==> src/design/adc_out_cfg_pkg.sv <==
// Purpose: constants for the converter output test and configuration registers
// Assumes: 8-bit register port, two channels, 14-bit samples
// Notes: offsets are register addresses on the serial control port
// Summary of operation
// - Per-channel four-bit test select replaces samples
// - Zero code passes converted data; reset zero
// - Checkerboard code alternates complementary bit patterns
// - Long code drives 23-stage pseudo-noise
// - Word toggle alternates all ones, all zeros
// - Bit toggle outputs alternating bits
// - Mixed code toggles bits at different rates
package adc_out_cfg_pkg;
  // ==========================================
  // Register offsets
  localparam logic [7:0] ADDR_TEST_PATTERN = 8'h0d;
  localparam logic [7:0] ADDR_SELF_TEST = 8'h0e;
  localparam logic [7:0] ADDR_OFFSET_TRIM = 8'h10;
  localparam logic [7:0] ADDR_OUT_FORMAT = 8'h14;
  localparam logic [7:0] ADDR_DRIVE = 8'h15;
  // ==========================================
  // Reset values and read masks
  localparam logic [7:0] RST_TEST_PATTERN = 8'h00;
  localparam logic [7:0] RST_SELF_TEST = 8'h00;
  localparam logic [7:0] RST_OFFSET_TRIM = 8'h00;
  localparam logic [7:0] RST_OUT_FORMAT = 8'h00;
  localparam logic [7:0] RST_DRIVE = 8'h22;
  localparam logic [7:0] MASK_SELF_TEST = 8'h05;
  localparam logic [7:0] MASK_OUT_FORMAT = 8'hf7;
  // ==========================================
  // Field positions
  localparam int SELF_TEST_EN_BIT = 0;
  localparam int SELF_TEST_INIT_BIT = 2;
  localparam int PN_SHORT_RST_BIT = 4;
  localparam int PN_LONG_RST_BIT = 5;
  localparam int FMT_LSB = 0;
  localparam int INVERT_BIT = 2;
  localparam int DISABLE_BIT = 4;
  localparam int MUX_BIT = 5;
  localparam int VSUP_MSB = 7;
  localparam int DATA18_LSB = 0;
  localparam int DATA33_LSB = 2;
  localparam int DCO18_LSB = 4;
  localparam int DCO33_LSB = 6;
  // ==========================================
  // Test pattern codes
  typedef enum logic [3:0] {
    TP_OFF = 4'h0, TP_MID = 4'h1, TP_POS_FS = 4'h2, TP_NEG_FS = 4'h3,
    TP_CHECKER = 4'h4, TP_PN_LONG = 4'h5, TP_PN_SHORT = 4'h6, TP_WORD_TOG = 4'h7,
    TP_USER = 4'h8, TP_BIT_TOG = 4'h9, TP_SYNC = 4'ha, TP_ONE_HIGH = 4'hb,
    TP_MIXED = 4'hc
  } test_code_t;
  // Output formats
  localparam logic [1:0] FMT_TWOS = 2'h1;
  localparam logic [1:0] FMT_GRAY = 2'h2;
endpackage

==> src/design/adc_out_cfg.sv <==
// Purpose: output test pattern, self test, trim and format registers
// Assumes: samples arrive on sys_clk; serial framing decoded elsewhere
// Notes: read data appears one clock after the address
`timescale 1ns/1ps
module adc_out_cfg #(
  parameter int SW = 14
) (
  // Clock and reset
  input wire logic sys_clk,
  input wire logic srst,
  // Register port
  input wire logic reg_wr,
  input wire logic [7:0] reg_addr,
  input wire logic [7:0] reg_wdata,
  input wire logic [1:0] reg_chan_mask,
  output logic [7:0] reg_rdata,
  // Converted samples
  input wire logic [SW-1:0] sample_a,
  input wire logic [SW-1:0] sample_b,
  // Output pins
  output logic [SW-1:0] data_out_a,
  output logic [SW-1:0] data_out_b,
  output logic data_out_en,
  output logic data_clock_output,
  output logic [1:0] data_stripes,
  output logic [1:0] dco_stripes,
  output logic [15:0] self_test_signature
);
  import adc_out_cfg_pkg::*;

  // ==========================================
  // Register file
  logic [7:0] test_pattern_control [2];
  logic [7:0] self_test_control;
  logic [7:0] offset_trim;
  logic [7:0] output_format_config;
  logic [7:0] output_drive_strength;
  wire wr_test = reg_wr && (reg_addr == ADDR_TEST_PATTERN);
  wire wr_self = reg_wr && (reg_addr == ADDR_SELF_TEST);
  wire [7:0] tp_rd = reg_chan_mask[0] ? test_pattern_control[0] : test_pattern_control[1];
  logic [7:0] next_rdata;

  always_comb begin
    if (reg_addr == ADDR_TEST_PATTERN) begin
      next_rdata = tp_rd;
    end else if (reg_addr == ADDR_SELF_TEST) begin
      next_rdata = self_test_control & MASK_SELF_TEST;
    end else if (reg_addr == ADDR_OFFSET_TRIM) begin
      next_rdata = offset_trim;
    end else if (reg_addr == ADDR_OUT_FORMAT) begin
      next_rdata = output_format_config & MASK_OUT_FORMAT;
    end else if (reg_addr == ADDR_DRIVE) begin
      next_rdata = output_drive_strength;
    end else begin
      next_rdata = 8'h00;
    end
  end

  always_ff @(posedge sys_clk) begin
    if (srst) begin
      self_test_control <= RST_SELF_TEST;
      offset_trim <= RST_OFFSET_TRIM;
      output_format_config <= RST_OUT_FORMAT;
      output_drive_strength <= RST_DRIVE;
      reg_rdata <= 8'h00;
    end else begin
      reg_rdata <= next_rdata;
      if (wr_self) begin
        self_test_control <= reg_wdata;
      end else begin
        // Init is a one-shot; self clears after one cycle
        self_test_control[SELF_TEST_INIT_BIT] <= 1'b0;
      end
      if (reg_wr && reg_addr == ADDR_OFFSET_TRIM) begin
        offset_trim <= reg_wdata;
      end
      if (reg_wr && reg_addr == ADDR_OUT_FORMAT) begin
        output_format_config <= reg_wdata;
      end
      if (reg_wr && reg_addr == ADDR_DRIVE) begin
        output_drive_strength <= reg_wdata;
      end
    end
  end

  // ==========================================
  // Shared pattern sources
  logic phase;
  logic [SW-1:0] mix_cnt;
  logic [SW-1:0] walk_one;
  always_ff @(posedge sys_clk) begin
    if (srst) begin
      phase <= 1'b0;
      mix_cnt <= '0;
      walk_one <= SW'(1);
    end else begin
      phase <= ~phase;
      mix_cnt <= mix_cnt + SW'(1);
      walk_one <= {walk_one[SW-2:0], walk_one[SW-1]};
    end
  end

  wire fmt_invert = output_format_config[INVERT_BIT];
  wire [1:0] fmt_sel = output_format_config[FMT_LSB +: 2];
  wire [14:0] trim_ext = {{7{offset_trim[7]}}, offset_trim};
  wire [SW-1:0] samples [2];
  assign samples[0] = sample_a;
  assign samples[1] = sample_b;
  logic [SW-1:0] chan_word [2];

  // ==========================================
  // Per-channel datapath
  genvar ch;
  generate
    for (ch = 0; ch < 2; ch++) begin : g_ch
      logic [22:0] pn_long;
      logic [8:0] pn_short;
      logic [SW-1:0] pat;
      logic [SW-1:0] fmt_word;
      wire [3:0] sel = test_pattern_control[ch][3:0];
      wire wr_me = wr_test && reg_chan_mask[ch];
      wire [14:0] sum = {1'b0, samples[ch]} + trim_ext;
      // Saturate the trimmed sample rather than wrap
      wire [SW-1:0] adj = sum[14] ? (offset_trim[7] ? '0 : '1) : sum[SW-1:0];
      wire [SW-1:0] gray = adj ^ (adj >> 1);

      always_ff @(posedge sys_clk) begin
        if (srst) begin
          test_pattern_control[ch] <= RST_TEST_PATTERN;
          pn_long <= '1;
          pn_short <= '1;
        end else begin
          if (wr_me) begin
            test_pattern_control[ch] <= reg_wdata;
          end
          if (test_pattern_control[ch][PN_LONG_RST_BIT]) begin
            pn_long <= '1;
          end else begin
            pn_long <= {pn_long[21:0], pn_long[22] ^ pn_long[17]};
          end
          if (test_pattern_control[ch][PN_SHORT_RST_BIT]) begin
            pn_short <= '1;
          end else begin
            pn_short <= {pn_short[7:0], pn_short[8] ^ pn_short[4]};
          end
        end
      end

      always_comb begin
        case (fmt_sel)
          FMT_TWOS: fmt_word = {~adj[SW-1], adj[SW-2:0]};
          FMT_GRAY: fmt_word = gray;
          default: fmt_word = adj;
        endcase
      end

      always_comb begin
        case (test_code_t'(sel))
          TP_MID: pat = {1'b1, {(SW-1){1'b0}}};
          TP_POS_FS: pat = '1;
          TP_NEG_FS: pat = '0;
          TP_CHECKER: pat = phase ? {(SW/2){2'b01}} : {(SW/2){2'b10}};
          TP_PN_LONG: pat = pn_long[SW-1:0];
          TP_PN_SHORT: pat = {pn_short, pn_long[SW-10:0]};
          TP_WORD_TOG: pat = phase ? '0 : '1;
          TP_BIT_TOG: pat = {(SW/2){2'b10}};
          TP_SYNC: pat = {1'b0, {(SW-1){1'b1}}};
          TP_ONE_HIGH: pat = walk_one;
          TP_MIXED: pat = mix_cnt;
          TP_USER: pat = '0;
          default: pat = fmt_invert ? ~fmt_word : fmt_word;
        endcase
      end
      assign chan_word[ch] = pat;
    end
  endgenerate

  // ==========================================
  // Output pins and drive selection
  wire out_off = output_format_config[DISABLE_BIT];
  wire mux_on = output_format_config[MUX_BIT];
  wire sup_18 = output_format_config[VSUP_MSB];
  wire [SW-1:0] word_a = mux_on && phase ? chan_word[1] : chan_word[0];
  wire [1:0] next_data_str = sup_18 ? output_drive_strength[DATA18_LSB +: 2]
                                    : output_drive_strength[DATA33_LSB +: 2];
  wire [1:0] next_dco_str = sup_18 ? output_drive_strength[DCO18_LSB +: 2]
                                   : output_drive_strength[DCO33_LSB +: 2];
  wire [15:0] sig_fb = {self_test_signature[14:0],
                        self_test_signature[15] ^ self_test_signature[12]
                        ^ self_test_signature[3] ^ self_test_signature[0]};

  always_ff @(posedge sys_clk) begin
    if (srst) begin
      data_out_a <= '0;
      data_out_b <= '0;
      data_out_en <= 1'b0;
      data_clock_output <= 1'b0;
      data_stripes <= 2'h0;
      dco_stripes <= 2'h0;
      self_test_signature <= 16'h0000;
    end else begin
      data_out_a <= out_off ? '0 : word_a;
      data_out_b <= out_off ? '0 : chan_word[1];
      data_out_en <= ~out_off;
      data_clock_output <= phase;
      data_stripes <= next_data_str;
      dco_stripes <= next_dco_str;
      if (self_test_control[SELF_TEST_INIT_BIT]) begin
        self_test_signature <= 16'h0000;
      end else if (self_test_control[SELF_TEST_EN_BIT]) begin
        self_test_signature <= sig_fb ^ {2'h0, word_a};
      end
    end
  end
endmodule

==> config.mk <==
export PLATFORM = sky130hd
export DESIGN_NAME = adc_out_cfg
export DESIGN_NICKNAME = d
export VERILOG_FILES = /design/src/design/adc_out_cfg_pkg.sv /design/src/design/adc_out_cfg.sv
export SDC_FILE = /design/constraint.sdc
export NUM_CORES = 1
export LEC_CHECK = 0
export BUFFER_PORTS_ARGS = -buffer_cell sky130_fd_sc_hd__buf_4
export CAP_MARGIN = 15
export CORE_MARGIN = 2
export CORE_UTILIZATION = 40
export DETAILED_ROUTE_END_ITERATION = 10
export HOLD_SLACK_MARGIN = 0.08
export PLACE_DENSITY_LB_ADDON = 0.2
export SETUP_SLACK_MARGIN = 0.4
export SYNTH_ARGS = -nofsm -noshare
export SYNTH_HDL_FRONTEND = slang
export SYNTH_SLANG_ARGS = --single-unit
==> constraint.sdc <==
create_clock -name sys_clk -period 4.1 [get_ports sys_clk]
set_input_delay 0.41 -clock sys_clk [delete_from_list [all_inputs] [get_ports sys_clk]]
set_output_delay 0.41 -clock sys_clk [all_outputs]
set_load 0.02 [all_outputs]
Yosys cells after proc, flatten, opt, wreduce, memory -nomap -nowiden
Memories as Yosys holds them, arrays and structs flattened.
Index checks and enable logic that the tools add are counted.

word-level totals
  flip-flop bits (word level) = 177
  RAM bits = 16
  input bits = 49
  output and inout bits = 58
  logic and storage cells = 121
  memories kept = 1

memories
  name                  words  width  rd ports  clocked after Yosys merged registers in  wr ports  line               text
  test_pattern_control  2      8      2         0                                        2         adc_out_cfg.sv:33  logic [7:0] test_pattern_control [2];

cells by class
  $add $sub $neg = 3
  eq/ne operators = 31
  mux-type cells = 30
  bitwise logic cells = 19
  reductions and logical operators = 17

operators with widths
  operator                                             number
  case mux 14 bit (11 select lines)                    2
  2-to-1 mux 14 bit                                    8
  2-to-1 mux 8 bit                                     8
  case mux 14 bit (2 select lines)                     2
  equality test 4 bit, second input constant           10
  equality test 4 x 3 -> 1 bit, second input constant  8
  adder 14 x 15 -> 15 bit                              2
  inverter 14 bit                                      2
  bitwise XOR 14 x 13 -> 14 bit                        2
  equality test 8 x 5 -> 1 bit, second input constant  3
  OR reduction 2 bit                                   9
  equality test 4 x 2 -> 1 bit, second input constant  4
  equality test 8 x 4 -> 1 bit, second input constant  2
  bitwise XOR 16 x 14 -> 16 bit                        1
  adder 14 x 1 -> 14 bit, second input constant        1
  equality test 4 x 1 -> 1 bit, second input constant  2
  logical AND 1 bit                                    8
  2-to-1 mux 1 bit                                     8
  bitwise XOR 1 bit                                    7
  inverter 1 bit                                       5
  2-to-1 mux 2 bit                                     2
  equality test 2 x 1 -> 1 bit, second input constant  1
  equality test 2 bit, second input constant           1
  bitwise OR 1 bit                                     2

Logic depth before layout (Yosys ltp)
  depth after elaboration = 9
  mapped depth = 14
  depth with buffers taken out = 14

Worst setup path after synthesis
No wires, ideal clock.

  kind = input -> register
  start = input port sample_a[0]
  end = register self_test_signature[11]
  library setup time = 0.074 ns
  arrival = 3.212 ns
  required time = 4.026 ns
  slack = 0.814 ns
  stages on the path = 14
  path buffers = 0
  cell sequence = ha_1 -> inv_1 -> fa_1 -> nor2b_1 -> o2111a_1 -> o31a_1 -> mux2_2 -> or2_2 -> nand4_1 -> o211ai_1 -> mux2i_1 -> and3_1 -> or3_1 -> a31oi_1

between the ends
  cells in the longest elaborated chain, start to end = 9

RTL lines
  item                                 line                text
  from (decl)                          adc_out_cfg.sv:18   input wire logic [SW-1:0] sample_a,
  adder 14 x 15 -> 15 bit *            adc_out_cfg.sv:122  wire [14:0] sum = {1'b0, samples[ch]} + trim_ext;
  2-to-1 mux 14 bit *                  adc_out_cfg.sv:124  wire [SW-1:0] adj = sum[14] ? (offset_trim[7] ? '0 : '1) : sum[SW-1:0];
  bitwise XOR 14 x 13 -> 14 bit        adc_out_cfg.sv:125  wire [SW-1:0] gray = adj ^ (adj >> 1);
  case mux 14 bit (2 select lines) *   adc_out_cfg.sv:150  case (fmt_sel)
  inverter 14 bit                      adc_out_cfg.sv:171  default: pat = fmt_invert ? ~fmt_word : fmt_word;
  2-to-1 mux 14 bit *                  adc_out_cfg.sv:171
  case mux 14 bit (11 select lines) *  adc_out_cfg.sv:158  case (test_code_t'(sel))
  2-to-1 mux 14 bit *                  adc_out_cfg.sv:183  wire [SW-1:0] word_a = mux_on && phase ? chan_word[1] : chan_word[0];
  bitwise XOR 16 x 14 -> 16 bit *      adc_out_cfg.sv:211  self_test_signature <= sig_fb ^ {2'h0, word_a};
  to (signal assigned)                 adc_out_cfg.sv:211
  to (decl)                            adc_out_cfg.sv:27   output logic [15:0] self_test_signature

Mark *: on every way between the ends. The rest lies on a longest branch, timed or not.
A chain may end at the register's enable or synchronous reset.

Worst setup path after layout
  start = register offset_trim[2]
  end = register self_test_signature[5]

between the ends
  cells in the longest elaborated chain, start to end = 9
  elaborated cells between the ends (all ways) = 16
  classes of those cells = 2 x add/sub; 9 x mux; 5 x bitwise

RTL lines
  item                               line                text
  from (decl)                        adc_out_cfg.sv:35   logic [7:0] offset_trim;
  from (signal assigned)             adc_out_cfg.sv:75   offset_trim <= reg_wdata;
  adder 14 x 15 -> 15 bit            adc_out_cfg.sv:122
  2-to-1 mux 14 bit                  adc_out_cfg.sv:124
  bitwise XOR 14 x 13 -> 14 bit      adc_out_cfg.sv:125
  case mux 14 bit (2 select lines)   adc_out_cfg.sv:150
  inverter 14 bit                    adc_out_cfg.sv:171
  2-to-1 mux 14 bit                  adc_out_cfg.sv:171
  case mux 14 bit (11 select lines)  adc_out_cfg.sv:158
  2-to-1 mux 14 bit *                adc_out_cfg.sv:183
  bitwise XOR 16 x 14 -> 16 bit *    adc_out_cfg.sv:211

Marks and branches as above.

==> out/results.ini <==
[detailed_routing]
wl_mm = 33.9
num_vias = 10000
vias_per_cell = 5.88
drt-wirelength-per-cell_um = 19.9
drt_iter0_markers = 988
dr.pass1.iters = 6
antenna_left = 0
route.detailed.drc = 0

[clock_tree]
clkLatencyLatePin_ns = 0.44
htreeDepth = 4
cts_hold_buf = 0
cts.sinks = 192
cts_buffer_depth = 2
clk_pin_slew_worst_paths_ns = 0.08
cts_made_buffers = 17
cts-root-buf = clkbuf_16
cts_tree = done

[worst_setup_path]
cpMaxStageDelayCell = dfxtp_1
critPathMaxStageDelay_ns = 0.46
cp_num_buf_inv = 0
critPathCaptureType = flip-flop
crit_type = flip-flop to flip-flop
r2r_cells = 12
crit_cells = 12
path_cells = ha_1 > nor2b_1 > o31a_1 > o21ai_1 > nor3b_4 > or4_1 > o311ai_0 > o32ai_1 > o21ai_0 > a21oi_2 > xnor2_1 > a21oi_1
critPathRequiredTime_ns = 4.41
cp-endpoint = self_test_signature[5]
cp_max_fo = 7
reg2reg_slack_ns = 0.52
crit_family = compound AO/OA/AOI/OAI gates
arrival_ns = 3.89
timing.rr.end = self_test_signature[5]
start_kind = flip-flop
cp-startpoint = offset_trim[2]
r2r-start = offset_trim[2]

[sta]
rsz0062_at_grt = yes
fin_worst_skew_ns = 0.0167
setup_viol = 0
relSlewSlack_pct = 39.9
period_needed_ns = 3.58
hold_viol = 0
slew_viol_final = 0
tightestPinTransition_ns = 0.897
fin_crit_sh_pct = 87.4
setup_tns_ns = 0
timing.fmax_ghz = 0.279

[final_layout]
nets = 1431
fillCellCount = 2610
diodes = 0
design_area_mm2 = 0.0127
post-route-util_pct = 47.5
regArea_mm2 = 0.00402
multi_input_area_mm2 = 0.00659
area_growth_pct = 17.3
drive_above_1_share_pct = 16.4
final_cells = 1703

[placement]
postPlaceCellArea_mm2 = 0.0119
dpl.hpwl_mm = 25.3
portBuffers = 106
place.gp.congestion = 0.964
dp_cells = 1665

[floorplan]
initial_utilization_pct = 40.5
io_pins = 107
placementRows = 60
fp.dieW_um = 169
die_h_um = 169
core_mm2 = 0.0268
die_area_mm2 = 0.0285

[synth]
synth_area_leaders = dfxtp_1, edfxtp_1, or3_1
ys_types = 89
syn_inst = 1274
syn_avg_cell_area_um2 = 8.53
ys_ff_latch = 192
yosys_warnings = 0
synth_area_leader_cell = dfxtp_1
synthArstFlopShare_pct = 0
synth_top_area_share_pct = 32.4
syn-num-nets = 1356
synth_area_mm2 = 0.0109
synth_edf_count = 16
synthFlopType = dfxtp_1
seq_area_frac_synth_pct = 36.9

[global_routing]
grt_pass1_wl_mm = 53.0
grt-ovfl-total = 0
grt_usage_pct = 23.6
antenna_found_initial = 0
grt_max_degree = 55
grt_pass1_vias = 9453

[job]
max_cap_viol_count = 0

[min_path]
min-delay-path-class = primary input to flip-flop

[power_and_ir_drop]
p_leak_nw = 4.90
vdd_ir_drop_max_v = 0.000299
powerDensity_mw_per_mm2 = 329

[run_status]
status = finished clean

## final cells by class
cell class              instances  area share (%)
clock buffers                  17            3.34
clock inverters                15            1.22
inverters                      30           0.884
multi-input cells             977            51.7
flip-flops and latches        192            31.5
well taps                     341            3.35
repair buffers                131            7.95
## worst min-delay path, stage by stage
cell	delay, ns
buf_4	0.13
nand3_1	0.06
a21oi_1	0.05
## cells in the final DEF, fill, tap and decap left out, drive strengths merged, types with 17 or more instances in the layout
| cell type | synthesis | final |
|---|---|---|
| maj3 | 17 | 17 |
| xnor2 | 29 | 29 |
| nor3 | 31 | 31 |
| nor2 | 122 | 123 |
| nand3 | 40 | 40 |
| and2 | 30 | 30 |
| or3 | 76 | 76 |
| nor2b | 30 | 30 |
| dfxtp | 176 | 176 |
| nand2 | 87 | 87 |
| mux2i | 46 | 46 |
| a21oi | 86 | 86 |
| clkbuf | 63 | 18 |
| buf | 13 | 130 |
| ha | 31 | 31 |
| inv | 30 | 35 |
| o21ai | 64 | 64 |
| xor2 | 30 | 30 |
## repair_timing
action	CTS	global route
cloned	0	2
setup buffers	0	4
endpoints found under the setup margin	3	18
gates resized for setup	3	37
pin swaps	0	8
## through the flow
stage               hold slack (ns)  setup WS [ns]  total power, mW
detailed placement            0.389          0.232             2.55
floorplan                     0.384          0.814             2.34
global route                  0.250          0.321             4.35
CTS                           0.246          0.411             4.20
finish                        0.259          0.516             4.19
global placement              0.387          0.260             2.55
## synth_stat cells (all sizes together), types with 14 or more instances
library cell  number
a22oi             16
nand3             40
and3              14
edfxtp            16
mux2i             46
xnor2             29
dfxtp            176
nand2             87
o21a              15
inv               30
or3               76
nor2b             30
clkbuf            63
ha                31
a31oi             15
maj3              17
and2              30
a21o              15
o21ai             64
xor2              30
nor3              31
o211ai            16
a21oi             86
nor2             122
## metal layers
layer / global-route usage [%] / wire length, µm / up-vias
met2: 36.8 / 15100 / 400
met1: 32.8 / 15700 / 4738
li1: - / - / 4820
met5: 0 / 0 / -
met4: 7.27 / 841 / 0
met3: 4.79 / 2340 / 60
## worst min path at each step
| stage | start | to | slack (ns) | depth (start not counted) |
|---|---|---|---|---|
| global placement | g_ch[1].pn_long[20] | g_ch[1].pn_long[21] | 0.39 | 1 |
| CTS | reg_wdata[7] | output_format_config[7] | 0.25 | 3 |
| global route | reg_wdata[3] | output_drive_strength[3] | 0.25 | 3 |
| finish | reg_wdata[7] | offset_trim[7] | 0.26 | 3 |
| detailed placement | g_ch[0].pn_long[19] | g_ch[0].pn_long[20] | 0.39 | 1 |
| floorplan | g_ch[0].pn_long[14] | g_ch[0].pn_long[15] | 0.38 | 1 |
## state kept, by name, summed over array words and instances, names as in the netlist, 14 cells and up
signal and count:
test_pattern_control 16, self_test_signature 16, walk_one 14, mix_cnt 14, g_ch.pn_short 18, data_out_b 14
data_out_a 14, g_ch.pn_long 46
## kinds of logic (layout without fill, tap and decap cells)
logic type / count (synthesis) / count (layout) / share of synthesized area, %
compound gates: 346 / 346 / 22.2
xor+xnor: 61 / 61 / 5.17
fa+ha+maj: 50 / 50 / 5.51
buf+inv: 106 / 193 / 3.80
flops: 192 / 192 / 36.9
mux: 50 / 50 / 4.65
simple gates: 469 / 470 / 21.8
## report_power, final
part	switching, mW	total [mW]	internal [mW]
registers	0.0472	1.98	1.93
clock network	0.800	1.66	0.858
logic	0.332	0.558	0.226
Note: power is estimated with default switching activity, not from simulation.
